<file path="src/core/fsbd_consts.svh">
// Command words, unlock offsets and cycle timing shared by the host-side flash command engine.
`ifndef FSBD_CONSTS_SVH
`define FSBD_CONSTS_SVH

`define FSBD_OFS_W          12
`define FSBD_OFS_UNLK_A     12'h555
`define FSBD_OFS_UNLK_B     12'h2AA
`define FSBD_D_UNLK_A       16'h00AA
`define FSBD_D_UNLK_B       16'h0055
`define FSBD_D_BYP_ENTER    16'h0020
`define FSBD_D_BYP_PROG     16'h00A0
`define FSBD_D_SUSPEND      16'h00B0
`define FSBD_D_RESUME       16'h0030
`define FSBD_D_BYP_EXIT1    16'h0090
`define FSBD_D_BYP_EXIT2    16'h0000
`define FSBD_D_RESET        16'h00F0
`define FSBD_ACCEL_MAX_USES 4'hA

`define FSBD_CLK_NS         16'h000A
`define FSBD_T_ACT_NS       16'h0028
`define FSBD_T_REC_NS       16'h001E
`define FSBD_T_RD_NS        16'h0046
`define FSBD_ACT_CYC        ((`FSBD_T_ACT_NS + `FSBD_CLK_NS - 16'h0001) / `FSBD_CLK_NS)
`define FSBD_REC_CYC        ((`FSBD_T_REC_NS + `FSBD_CLK_NS - 16'h0001) / `FSBD_CLK_NS)
`define FSBD_RD_CYC         ((`FSBD_T_RD_NS + `FSBD_CLK_NS - 16'h0001) / `FSBD_CLK_NS + 16'h0002)

`endif

</file>
<file path="src/core/fsbd_pkg.sv">
// Types shared by the host-side flash command engine and its bus cycle generator.
package fsbd_pkg;

  typedef enum logic [2:0] {
    FSBD_OP_READ,
    FSBD_OP_SUSPEND,
    FSBD_OP_RESUME,
    FSBD_OP_BYP_ENTER,
    FSBD_OP_BYP_PROG,
    FSBD_OP_BYP_EXIT,
    FSBD_OP_ABORT_RESET
  } fsbd_op_e;

  typedef enum logic [1:0] {
    FSBD_ST_IDLE,
    FSBD_ST_ISSUE,
    FSBD_ST_WAIT
  } fsbd_state_e;

  typedef enum logic [1:0] {
    FSBD_PH_IDLE,
    FSBD_PH_ACT,
    FSBD_PH_REC
  } fsbd_phase_e;

endpackage : fsbd_pkg

</file>
<file path="src/core/fsbd_cyc_if.sv">
// Single word cycle request and completion between the command engine and the pin driver.
`timescale 1ns/100ps
`default_nettype none

interface fsbd_cyc_if #(
  parameter int ADDR_W = 24
);
  logic              req;
  logic              wr;
  logic [ADDR_W-1:0] addr;
  logic [15:0]       wdata;
  logic              ready;
  logic              done;
  logic [15:0]       rdata;

  modport master (output req, output wr, output addr, output wdata,
                  input ready, input done, input rdata);
  modport slave  (input req, input wr, input addr, input wdata,
                  output ready, output done, output rdata);
endinterface : fsbd_cyc_if

`default_nettype wire

</file>
<file path="src/core/fsbd_bus_cycle.sv">
// Drives one asynchronous flash write or read cycle on the pins per request.
`timescale 1ns/100ps
`default_nettype none
`include "fsbd_consts.svh"

module fsbd_bus_cycle
  import fsbd_pkg::*;
#(
  parameter int ADDR_W = 24
) (
  input  wire logic              clock,
  input  wire logic              rst_n,
  fsbd_cyc_if.slave              cyc,
  output logic                   flash_ce_n,
  output logic                   flash_we_n,
  output logic                   flash_oe_n,
  output logic [ADDR_W-1:0]      flash_addr,
  output logic [15:0]            flash_dq_o,
  output logic                   flash_dq_oe,
  input  wire logic [15:0]       flash_dq_i
);

  typedef struct packed {
    fsbd_phase_e       ph;
    logic [15:0]       cnt;
    logic              wr;
    logic [ADDR_W-1:0] addr;
    logic [15:0]       wdata;
    logic [15:0]       sync1;
    logic [15:0]       sync2;
    logic [15:0]       rdata;
    logic              done;
  } fsbd_cyc_s;

  fsbd_cyc_s cyc_r;
  fsbd_cyc_s cyc_nxt;

  always_comb begin
    cyc_nxt       = cyc_r;
    cyc_nxt.done  = 1'b0;
    cyc_nxt.sync1 = flash_dq_i;
    cyc_nxt.sync2 = cyc_r.sync1;
    unique case (cyc_r.ph)
      FSBD_PH_IDLE: begin
        if (cyc.req) begin
          cyc_nxt.ph    = FSBD_PH_ACT;
          cyc_nxt.wr    = cyc.wr;
          cyc_nxt.addr  = cyc.addr;
          cyc_nxt.wdata = cyc.wdata;
          cyc_nxt.cnt   = cyc.wr ? `FSBD_ACT_CYC : `FSBD_RD_CYC;
        end
      end
      FSBD_PH_ACT: begin
        cyc_nxt.cnt = cyc_r.cnt - 16'h0001;
        if (cyc_r.cnt == 16'h0001) begin
          // The read data has crossed both synchroniser stages by now.
          if (!cyc_r.wr) begin
            cyc_nxt.rdata = cyc_r.sync2;
          end
          cyc_nxt.ph  = FSBD_PH_REC;
          cyc_nxt.cnt = `FSBD_REC_CYC;
        end
      end
      FSBD_PH_REC: begin
        cyc_nxt.cnt = cyc_r.cnt - 16'h0001;
        if (cyc_r.cnt == 16'h0001) begin
          cyc_nxt.ph   = FSBD_PH_IDLE;
          cyc_nxt.done = 1'b1;
        end
      end
    endcase
  end

  always_ff @(posedge clock or negedge rst_n) begin
    if (!rst_n) begin
      cyc_r <= '0;
    end else begin
      cyc_r <= cyc_nxt;
    end
  end

  assign cyc.ready   = (cyc_r.ph == FSBD_PH_IDLE);
  assign cyc.done    = cyc_r.done;
  assign cyc.rdata   = cyc_r.rdata;
  assign flash_ce_n  = (cyc_r.ph != FSBD_PH_ACT);
  assign flash_we_n  = !((cyc_r.ph == FSBD_PH_ACT) && cyc_r.wr);
  assign flash_oe_n  = !((cyc_r.ph == FSBD_PH_ACT) && !cyc_r.wr);
  assign flash_addr  = cyc_r.addr;
  assign flash_dq_o  = cyc_r.wdata;
  assign flash_dq_oe = (cyc_r.ph != FSBD_PH_IDLE) && cyc_r.wr;

endmodule : fsbd_bus_cycle

`default_nettype wire

</file>
<file path="src/core/fsbd_host.sv">
// Host-side controller issuing suspend, resume, bypass and accelerated-program command sequences.
`timescale 1ns/100ps
`default_nettype none
`include "fsbd_consts.svh"

// What the document requires of this block and the device
// RL1: Suspend word written while programming runs.
// RL2: Resume word written while program suspended.
// RL3: Device halts program within suspend latency.
// RL4: Reads allowed from non-suspended sectors while suspended.
// RL5: Extra resumes refused; suspend allowed after resume.
// RL6: Device accelerates program and erase under voltage.
// RL7: High voltage puts device into bypass mode.
// RL8: Device accepts buffer load in accelerated bypass.
// RL9: Abort reset in bypass uses full three cycles.
// RL10: Dropping voltage after completion restores normal mode.
// RL11: Sectors unlocked before raising the voltage.
// RL12: At most ten accelerated operations per sector.
// RL13: Bypass word program needs only two writes.
// RL14: Bypass entry is AA, 55, 20 in order.
// RL15: Bypass program is A0 then data.
// RL16: Bypass accepts only read, program, reset; here suspend and resume are also legal in bypass while a program runs.
// RL17: Bypass exit is 90 at bank, then 00.
// RL18: Bank returns to array read after exit.
// RL19: Other commands in bypass ignored, mode kept.
module fsbd_host
  import fsbd_pkg::*;
#(
  parameter int ADDR_W = 24,
  parameter int SECT_W = 4
) (
  input  wire logic              clock,
  input  wire logic              rst_n,
  input  wire logic              cmd_valid,
  output logic                   cmd_ready,
  input  wire fsbd_op_e          cmd_op,
  input  wire logic [ADDR_W-1:0] cmd_addr,
  input  wire logic [15:0]       cmd_data,
  output logic                   rsp_valid,
  output logic [15:0]            rsp_data,
  output logic                   cmd_refused,
  input  wire logic              accel_req,
  input  wire logic              sectors_unlocked,
  input  wire logic              prog_done,
  output logic                   high_voltage_level,
  output logic                   bypass_mode,
  output logic                   prog_active,
  output logic                   prog_suspended,
  output logic                   flash_ce_n,
  output logic                   flash_we_n,
  output logic                   flash_oe_n,
  output logic [ADDR_W-1:0]      flash_addr,
  output logic [15:0]            flash_dq_o,
  output logic                   flash_dq_oe,
  input  wire logic [15:0]       flash_dq_i
);

  localparam int NSECT = 1 << SECT_W;

  if (ADDR_W < `FSBD_OFS_W + SECT_W || SECT_W < 1) begin : g_bad_widths
    $error("fsbd_host: address too narrow for unlock offsets and sector index");
  end

  typedef struct packed {
    fsbd_state_e                st;
    fsbd_op_e                   op;
    logic [ADDR_W-1:0]          addr;
    logic [15:0]                wdata;
    logic [1:0]                 step;
    logic                       hv;
    logic                       bypass;
    logic                       prog;
    logic                       susp;
    logic                       rsp_valid;
    logic [15:0]                rsp_data;
    logic                       refused;
    logic [NSECT-1:0][3:0]      uses;
  } fsbd_host_s;

  fsbd_host_s h_r;
  fsbd_host_s h_nxt;

  fsbd_cyc_if #(.ADDR_W(ADDR_W)) cyc ();

  // Number of pin cycles each command needs.
  function automatic logic [1:0] seq_len(input fsbd_op_e op);
    unique case (op)
      FSBD_OP_BYP_ENTER, FSBD_OP_ABORT_RESET: seq_len = 2'h3;
      FSBD_OP_BYP_PROG, FSBD_OP_BYP_EXIT:     seq_len = 2'h2;
      default:                                seq_len = 2'h1;
    endcase
  endfunction : seq_len

  function automatic logic [ADDR_W-1:0] unlk(input logic [ADDR_W-1:0] base,
                                             input logic [`FSBD_OFS_W-1:0] ofs);
    unlk = {base[ADDR_W-1:`FSBD_OFS_W], ofs};
  endfunction : unlk

  // Address of pin cycle step of a command sequence.
  function automatic logic [ADDR_W-1:0] seq_addr(input fsbd_op_e op, input logic [1:0] step,
                                                 input logic [ADDR_W-1:0] base);
    seq_addr = base;
    if (op == FSBD_OP_BYP_ENTER || op == FSBD_OP_ABORT_RESET) begin
      seq_addr = unlk(base, (step == 2'h1) ? `FSBD_OFS_UNLK_B : `FSBD_OFS_UNLK_A);
    end
  endfunction : seq_addr

  // Data word of pin cycle step of a command sequence.
  function automatic logic [15:0] seq_data(input fsbd_op_e op, input logic [1:0] step,
                                           input logic [15:0] user);
    seq_data = user;
    unique case (op)
      FSBD_OP_SUSPEND: seq_data = `FSBD_D_SUSPEND; // [RL1]
      FSBD_OP_RESUME:  seq_data = `FSBD_D_RESUME; // [RL2]
      FSBD_OP_BYP_ENTER, FSBD_OP_ABORT_RESET: begin
        if (step == 2'h0) begin
          seq_data = `FSBD_D_UNLK_A; // [RL14] [RL9]
        end else if (step == 2'h1) begin
          seq_data = `FSBD_D_UNLK_B;
        end else begin
          seq_data = (op == FSBD_OP_BYP_ENTER) ? `FSBD_D_BYP_ENTER : `FSBD_D_RESET;
        end
      end
      FSBD_OP_BYP_PROG: seq_data = (step == 2'h0) ? `FSBD_D_BYP_PROG : user; // [RL13] [RL15]
      FSBD_OP_BYP_EXIT: seq_data = (step == 2'h0) ? `FSBD_D_BYP_EXIT1 : `FSBD_D_BYP_EXIT2; // [RL17]
      default:          seq_data = user;
    endcase
  endfunction : seq_data

  function automatic logic [SECT_W-1:0] sect_of(input logic [ADDR_W-1:0] a);
    sect_of = a[ADDR_W-1 -: SECT_W];
  endfunction : sect_of

  logic cmd_legal;

  always_comb begin
    unique case (cmd_op)
      FSBD_OP_READ:        cmd_legal = 1'b1; // [RL4] [RL16]
      FSBD_OP_SUSPEND:     cmd_legal = h_r.prog && !h_r.susp; // [RL1] [RL5]
      FSBD_OP_RESUME:      cmd_legal = h_r.susp; // [RL2] [RL5]
      FSBD_OP_BYP_ENTER:   cmd_legal = !h_r.bypass && !h_r.prog; // [RL19]
      FSBD_OP_BYP_PROG:    cmd_legal = h_r.bypass && !h_r.prog &&
                                       (!h_r.hv || h_r.uses[sect_of(cmd_addr)] <
                                        `FSBD_ACCEL_MAX_USES); // [RL12] [RL16]
      FSBD_OP_BYP_EXIT:    cmd_legal = h_r.bypass && !h_r.hv && !h_r.prog; // [RL16]
      FSBD_OP_ABORT_RESET: cmd_legal = h_r.bypass; // [RL9]
      default:             cmd_legal = 1'b0; // [RL19]
    endcase
  end

  always_comb begin
    h_nxt           = h_r;
    h_nxt.rsp_valid = 1'b0;
    h_nxt.refused   = 1'b0;
    if (prog_done && h_r.prog) begin
      h_nxt.prog = 1'b0;
      h_nxt.susp = 1'b0;
    end
    unique case (h_r.st)
      FSBD_ST_IDLE: begin
        if (accel_req && !h_r.hv && sectors_unlocked && !h_r.prog && !h_r.bypass) begin
          h_nxt.hv     = 1'b1; // [RL11]
          h_nxt.bypass = 1'b1; // [RL7]
        end else if (!accel_req && h_r.hv && !h_r.prog) begin
          h_nxt.hv     = 1'b0; // [RL10]
          h_nxt.bypass = 1'b0;
        end else if (cmd_valid) begin
          if (cmd_legal) begin
            h_nxt.st    = FSBD_ST_ISSUE;
            h_nxt.op    = cmd_op;
            h_nxt.addr  = cmd_addr;
            h_nxt.wdata = cmd_data;
            h_nxt.step  = 2'h0;
          end else begin
            h_nxt.refused = 1'b1; // [RL19]
          end
        end
      end
      FSBD_ST_ISSUE: begin
        if (cyc.ready) begin
          h_nxt.st = FSBD_ST_WAIT;
        end
      end
      FSBD_ST_WAIT: begin
        if (cyc.done) begin
          if (h_r.step + 2'h1 < seq_len(h_r.op)) begin
            h_nxt.step = h_r.step + 2'h1;
            h_nxt.st   = FSBD_ST_ISSUE;
          end else begin
            h_nxt.st = FSBD_ST_IDLE;
            unique case (h_r.op)
              FSBD_OP_READ: begin
                h_nxt.rsp_valid = 1'b1;
                h_nxt.rsp_data  = cyc.rdata;
              end
              FSBD_OP_SUSPEND:     h_nxt.susp = 1'b1; // [RL3]
              FSBD_OP_RESUME:      h_nxt.susp = 1'b0; // [RL5]
              FSBD_OP_BYP_ENTER:   h_nxt.bypass = 1'b1; // [RL14]
              FSBD_OP_BYP_PROG: begin
                h_nxt.prog = 1'b1; // [RL15]
                if (h_r.hv) begin
                  h_nxt.uses[sect_of(h_r.addr)] = h_r.uses[sect_of(h_r.addr)] + 4'h1; // [RL12]
                end
              end
              FSBD_OP_BYP_EXIT:    h_nxt.bypass = 1'b0; // [RL18]
              FSBD_OP_ABORT_RESET: h_nxt.prog = 1'b0; // [RL9]
            endcase
          end
        end
      end
    endcase
  end

  always_ff @(posedge clock or negedge rst_n) begin
    if (!rst_n) begin
      h_r <= '0;
    end else begin
      h_r <= h_nxt;
    end
  end

  assign cyc.req   = (h_r.st == FSBD_ST_ISSUE);
  assign cyc.wr    = (h_r.op != FSBD_OP_READ);
  assign cyc.addr  = seq_addr(h_r.op, h_r.step, h_r.addr);
  assign cyc.wdata = seq_data(h_r.op, h_r.step, h_r.wdata);

  fsbd_bus_cycle #(.ADDR_W(ADDR_W)) u_cycle (
    .clock       (clock),
    .rst_n       (rst_n),
    .cyc         (cyc.slave),
    .flash_ce_n  (flash_ce_n),
    .flash_we_n  (flash_we_n),
    .flash_oe_n  (flash_oe_n),
    .flash_addr  (flash_addr),
    .flash_dq_o  (flash_dq_o),
    .flash_dq_oe (flash_dq_oe),
    .flash_dq_i  (flash_dq_i)
  );

  assign cmd_ready          = (h_r.st == FSBD_ST_IDLE);
  assign rsp_valid          = h_r.rsp_valid;
  assign rsp_data           = h_r.rsp_data;
  assign cmd_refused        = h_r.refused;
  assign high_voltage_level = h_r.hv;
  assign bypass_mode        = h_r.bypass;
  assign prog_active        = h_r.prog;
  assign prog_suspended     = h_r.susp;

endmodule : fsbd_host

`default_nettype wire

</file>
<file path="config.mk">
export PLATFORM = sky130hd
export DESIGN_NAME = fsbd_host
export DESIGN_NICKNAME = d
export VERILOG_FILES = /design/src/core/fsbd_pkg.sv /design/src/core/fsbd_cyc_if.sv /design/src/core/fsbd_bus_cycle.sv /design/src/core/fsbd_host.sv
export VERILOG_INCLUDE_DIRS = /design/src /design/src/core
export SDC_FILE = /design/constraint.sdc
export NUM_CORES = 1
export LEC_CHECK = 0
export BUFFER_PORTS_ARGS = -buffer_cell sky130_fd_sc_hd__buf_4
export CORE_AREA = 2 2 198 200
export DETAILED_ROUTE_END_ITERATION = 16
export DIE_AREA = 0 0 200 202
export PLACE_DENSITY = 0.55
export SLEW_MARGIN = 0
export SYNTH_ARGS = -nofsm -noshare
export SYNTH_HDL_FRONTEND = slang
export SYNTH_HIERARCHICAL = 1
export SYNTH_SLANG_ARGS = --single-unit
export TNS_END_PERCENT = 10
</file>
<file path="constraint.sdc">
create_clock -name clock -period 3.9 [get_ports clock]
set_input_delay 0.78 -clock clock [delete_from_list [all_inputs] [get_ports clock]]
set_output_delay 0.78 -clock clock [all_outputs]
set_load 0.01 [all_outputs]
</file>
# ---- Yosys cells after proc, flatten, opt, wreduce, memory -nomap -nowiden
# Cells that the tools add are included.
dict set report word_totals {
  in_bits 65
  regBits 241
  elab_cells 182
  out_inout_bits 67
}
dict set report op_classes {
  eq_ne 32
  magnitude_cmp 5
  addsub 3
  bitwise 4
  n_mux 53
  reduce_logical 48
}
# cell n
set ops {}
lappend ops {{47-bit two-way mux} 4}
lappend ops {{16-bit one-hot mux with 5 select lines} 1}
lappend ops {{64-bit bitwise mux} 1}
lappend ops {{59-bit two-way mux} 1}
lappend ops {{18-bit one-hot mux with 3 select lines} 1}
lappend ops {{20-bit two-way mux} 2}
lappend ops {{4-bit binary-select mux with 4-bit select} 2}
lappend ops {{8-bit two-way mux} 4}
lappend ops {{2-bit two-way mux} 10}
lappend ops {{19-bit two-way mux} 1}
lappend ops {{3-bit == test (second input constant)} 6}
lappend ops {{18-bit two-way mux} 1}
lappend ops {{1-bit logical AND} 17}
lappend ops {{17-bit two-way mux} 1}
lappend ops {{4-bit demux with 4-bit select} 1}
lappend ops {{16-bit by 1-bit == test with 1-bit output (second input constant)} 1}
lappend ops {{16-bit two-way mux} 1}
lappend ops {{4-bit two-way mux} 4}
lappend ops {{16-bit by 1-bit subtractor with 16-bit output (second input constant)} 1}
lappend ops {{5-bit AND reduction} 3}
lappend ops {{3-bit by 2-bit == test with 1-bit output (second input constant)} 4}
lappend ops {{12-bit two-way mux} 1}
lappend ops {{2-bit by 1-bit inequality test with 1-bit output (second input constant)} 6}
lappend ops {{2-bit inequality test (second input constant)} 6}
lappend ops {{other kinds (30)} 65}

# ---- Longest topological paths before layout
dict set report logic_depth {
  depth_word 11
  depth_mapped 14
  mapped_depth_nobuf 9
}

# ---- Cells and area by module
# The synthesis kept the hierarchy.
# module cells_each seq_area_each_um2 area_each_um2 n_inst
set by_module_without_submodules {}
lappend by_module_without_submodules {fsbd_host 661 3328.2 6889.1 1}
lappend by_module_without_submodules {fsbd_bus_cycle 339 2702.6 4479.3 1}

# ---- Worst setup path after synthesis
# No wires, ideal clock.
dict set report synth_path {
  path_type {register to register}
  from {reg h_r[129] in the netlist's numbering}
  to {reg h_r[21] in the netlist's numbering}
  path_buffers 4
  synth_period_minus_slack_ns 2.960
  setup_ns 0.128
  required_ns 3.772
  arrival_ns 2.832
  slack_ns 0.940
  path_stages_with_launch 13
  cell_sequence {dfrtp_1 -> clkbuf_1 -> clkbuf_1 -> buf_1 -> nand2_1 -> xor2_1 -> ha_1 -> a21boi_1 -> o21bai_1 -> nor2_1 -> clkbuf_1 -> nand3_1 -> mux2_1}
}
dict set report synth_between {
  elab_chain_cells 8
  elab_cells_between_ends 12
  classes_between {1 x order compare; 4 x eq/ne; 3 x mux; 1 x bitwise; 3 x reduce/logical}
}
# item line_no
set synth_rtl {}
lappend synth_rtl {{from (decl)} fsbd_host.sv:80} ;# fsbd_host_s h_r;
lappend synth_rtl {{from (signal assigned)} fsbd_host.sv:218} ;# h_r <= h_nxt;
lappend synth_rtl {{3-bit == test (tied with other cells)} fsbd_host.sv:87} ;# unique case (op)
lappend synth_rtl {{2-bit OR reduction} fsbd_host.sv:87}
lappend synth_rtl {{2-bit one-hot mux with 2 select lines} fsbd_host.sv:87}
lappend synth_rtl {{2-bit two-way mux} fsbd_host.sv:185} ;# if (cyc.done) begin
lappend synth_rtl {{2-bit two-way mux} fsbd_host.sv:159} ;# unique case (h_r.st)
lappend synth_rtl {{2-bit < comparator} fsbd_host.sv:186} ;# if (h_r.step + 2'h1 < seq_len(h_r.op)) begin
lappend synth_rtl {{1-bit inverter (no line)} n/a}
lappend synth_rtl {{5-bit AND reduction (no line) (*)} n/a}
# Mark *: on every way between the ends. The rest lies on a longest branch, timed or not. The select of a mux whose other input is x is not followed.
# A chain may end at the register's enable or synchronous reset.

# ---- Worst setup path in the final report
dict set report layout_path {
  from {reg h_r[125] in the netlist's numbering}
  to {reg h_r[57] in the netlist's numbering}
}
dict set report layout_between {
  elab_chain_cells 5
  elab_cells_between_ends 9
  classes_between {1 x add/sub; 2 x order compare; 5 x mux; 1 x reduce/logical}
}
# item line_no
set layout_rtl {}
lappend layout_rtl {{branches (longest 4 deep; another with 4-bit by 1-bit adder with 4-bit output)} n/a}
lappend layout_rtl {{64-bit bitwise mux (*)} fsbd_host.sv:202} ;# h_nxt.uses[sect_of(h_r.addr)] = h_r.uses[sect_of(h_r.addr)] + 4'h1;
# Mark *: on every way between the ends. The select of a mux whose other input is x is not followed.

==> results.cfg <==
[logic_synthesis]
synth-simple-area-share_pct = 12.5
async_flop_share_pct = 100
synth_common_cells = dfrtp_1, nand2_1, buf_4
synth_top_area_cell = dfrtp_1
synth_xor_area_share_pct = 0.924
synth_area_um2 = 11400
muxShareOfSynthArea_pct = 15.9
synthFlopType = dfrtp_1
synth.avg_cell_area_um2 = 11.4
synth_top_family_by_area = multiplexers
ys_warn_count = 6
synth_cells = 1000
synthTopCellsByArea = dfrtp_1, mux2_1, mux2_2
synth_most_common_cell = dfrtp_1
synthDistinctLibCells = 76
synth-compound-area-share_pct = 8.73
ys_ff_latch = 241
synth_fa_ha_area_share_pct = 1.43
synth_top_area_share_pct = 53.0
ys_seq_area_share_pct = 53.0
synth_nets = 1078
synth_edf_count = 0

[detailed_routing]
first_iter_violations = 359
vias = 7670
ant_nets = 0
viasPerCell = 4.78
wl_per_cell_um = 17.0
routed_wl_um = 27200
route.detailed.drc = 0
dr.pass1.iters = 5

[layout]
fillCellCount = 3843
fin_nets = 1142
multi_input_area_um2 = 4500
final_cell_count_no_fill = 1605
regArea_um2 = 6030
drive_above_1_share_pct = 27.6
areaGrowthSynthToFinish_pct = 17.6

[placed_design]
place.gp.congestion = 0.814
placed_cells = 1553
dpl.hpwl_um = 18800
pre_cts_ws_ns = 0.678
portBuffers = 131

[setup_path]
slowest_stage = dfrtp_1
required_ns = 4.32
path_cells = mux4_2 > mux4_2 > ha_1 > mux2_1
critPathMaxFanout = 22
cp-end-kind = register
crit_arrival_ns = 3.43
critPathTopFamily = multiplexers
crit_type = reg -> reg
worst-path-buf-inv = 0
r2r_start = h_r[125]$_DFFE_PN0P_
slowest_delay_ns = 0.95
cp_common_cell = mux4_2
critPathLaunch = h_r[125]$_DFFE_PN0P_
start_kind = register

[grt]
grt_max_degree = 101
antenna_found_initial = 3
grt_overflow = 0
grt_pass1_wl_um = 43900
grt_pass1_vias = 7862
track_usage_pct = 13.7

[die]
fp.dieH_um = 202
ios = 132
rows = 72
dieArea_um2 = 40400
initial_core_util_pct = 29.7
die_w_um = 200
coreArea_um2 = 38300

[clock_network]
cts_buffers = 27
clkLatencyLatePin_ns = 0.55
cts-root-buf = clkbuf_16
ctsLongestPathBuffers = 3
postCtsHoldBufs = 0
path_clk_slew_ns = 0.06
htree_levels = 1
ctsResizeCount = 0
cts_tree = done
post_cts_buffers = 0
clock-sinks = 241

[timing]
setup_tns_ns = 0
final-setup-viol-count = 0
slew_violations = 0
tightest_slew_ns = 0.936
layout_worst_path_cycle_share_pct = 77.3
skew_ns = 0.0155
fmax_ghz = 0.332
slew_headroom_pct = 37.6
hold_viol = 0
rsz0062_at_grt = false
setup_slack_ns = 0.884
fin_crit_ns = 3.02

[power]
cellLeakagePower_uw = 0.00605
ir_worst_vdd_v = 0.000427
p_per_area_nw_per_um2 = 673
power_uw = 9000

[job]
cap_violations = 0

[outcome]
status = complete, no violations

[min_path]
min_path_type = in -> async
[placed cells by master (no fill, tap or decap), types with 6 or more instances in the layout]
| master | n |
|---|---|
| o211ai_1 | 12 |
| mux2_2 | 58 |
| nand3_1 | 36 |
| a21o_1 | 6 |
| buf_4 | 148 |
| mux2_1 | 60 |
| o21ai_2 | 10 |
| nor3_1 | 7 |
| nor2_1 | 42 |
| and2_1 | 14 |
| dfrtp_1 | 241 |
| nand2_1 | 143 |
| nand4_1 | 6 |
| mux4_2 | 20 |
| a21oi_1 | 16 |
| nand2b_1 | 11 |
| clkbuf_16 | 27 |
| clkbuf_8 | 7 |
| ha_1 | 13 |
| o21ai_0 | 18 |
| inv_1 | 23 |
| o21ai_1 | 39 |
| nor2b_1 | 15 |
[area by class of cell]
class	instances	area share, %
multi-input cells	617	33.7
flip-flops and latches	241	45.1
clock inverters	11	0.898
inverters	25	0.702
clock buffers	38	5.88
repair buffers	152	8.87
well taps	518	4.85
diodes	3	0.0561
[per-layer routing]
| metal | up-vias | global-route usage [%] | share of wire (%) | routed length (um) |
|---|---|---|---|---|
| met2 | 183 | 22.9 | 48 | 13100 |
| met5 | - | 0 | 0 | 0 |
| met4 | 0 | 3.17 | 2.1 | 564 |
| met1 | 3872 | 18.2 | 44 | 12000 |
| met3 | 38 | 2.89 | 5.6 | 1540 |
| li1 | 3577 | - | - | - |
[state kept, by name (all words and copies together), names as in the netlist]
signal              count
h_r                   111
u_cycle/cyc_r          35
u_cycle/flash_addr     24
rsp_data               16
u_cycle/cyc.rdata      16
u_cycle/cyc_nxt        16
u_cycle/flash_dq_o     16
bypass_mode             1
cmd_refused             1
high_voltage_level      1
prog_active             1
prog_suspended          1
rsp_valid               1
u_cycle/cyc.done        1
[stage by stage]
step | util (%) | hold WS [ns] | instance area (um^2)
5_1_grt | 34.9 | 0.308 | 13400
3_3_place_gp | 32.5 | 0.333 | 12500
6_report | 34.9 | 0.293 | 13400
4_1_cts | 34.9 | 0.307 | 13400
2_1_floorplan | - | 0.331 | 11400
3_5_place_dp | 32.5 | 0.336 | 12500
[worst paths after layout]
kind | endpoint | cells past startpoint | slack (ns)
worst max-delay path | h_r[57]$_DFFE_PN0P_ | 4 | 0.88
worst min-delay path | u_cycle/flash_addr[16]$_DFFE_PN0P_ | 1 | 0.29
max in group asynchronous | h_r[88]$_DFFE_PN0P_ | 2 | 2.68
min in group clock | u_cycle/cyc_nxt[31]$_DFF_PN0_ | 1 | 0.34
worst min register to register | u_cycle/cyc_r[19]$_DFF_PN0_ | 0 | 0.35
worst max register to register | h_r[57]$_DFFE_PN0P_ | 4 | 0.88
[logic make-up (layout without fill, tap and decap cells)]
group / after synthesis / count (layout)
AO/OA/AOI/OAI: 150 / 150
XOR/XNOR: 9 / 9
adder cells (fa/ha/maj): 13 / 13
buffers and inverters: 142 / 226
flip-flops: 241 / 241
multiplexers: 141 / 141
other: 0 / 3
AND/OR/NAND/NOR: 304 / 304
[where the power goes]
group          switching [uW]  internal [uW]
clock                    1040           1540
sequential                476           3080
combinational            1490           1380
No activity file was read; power rests on OpenSTA's default activity.
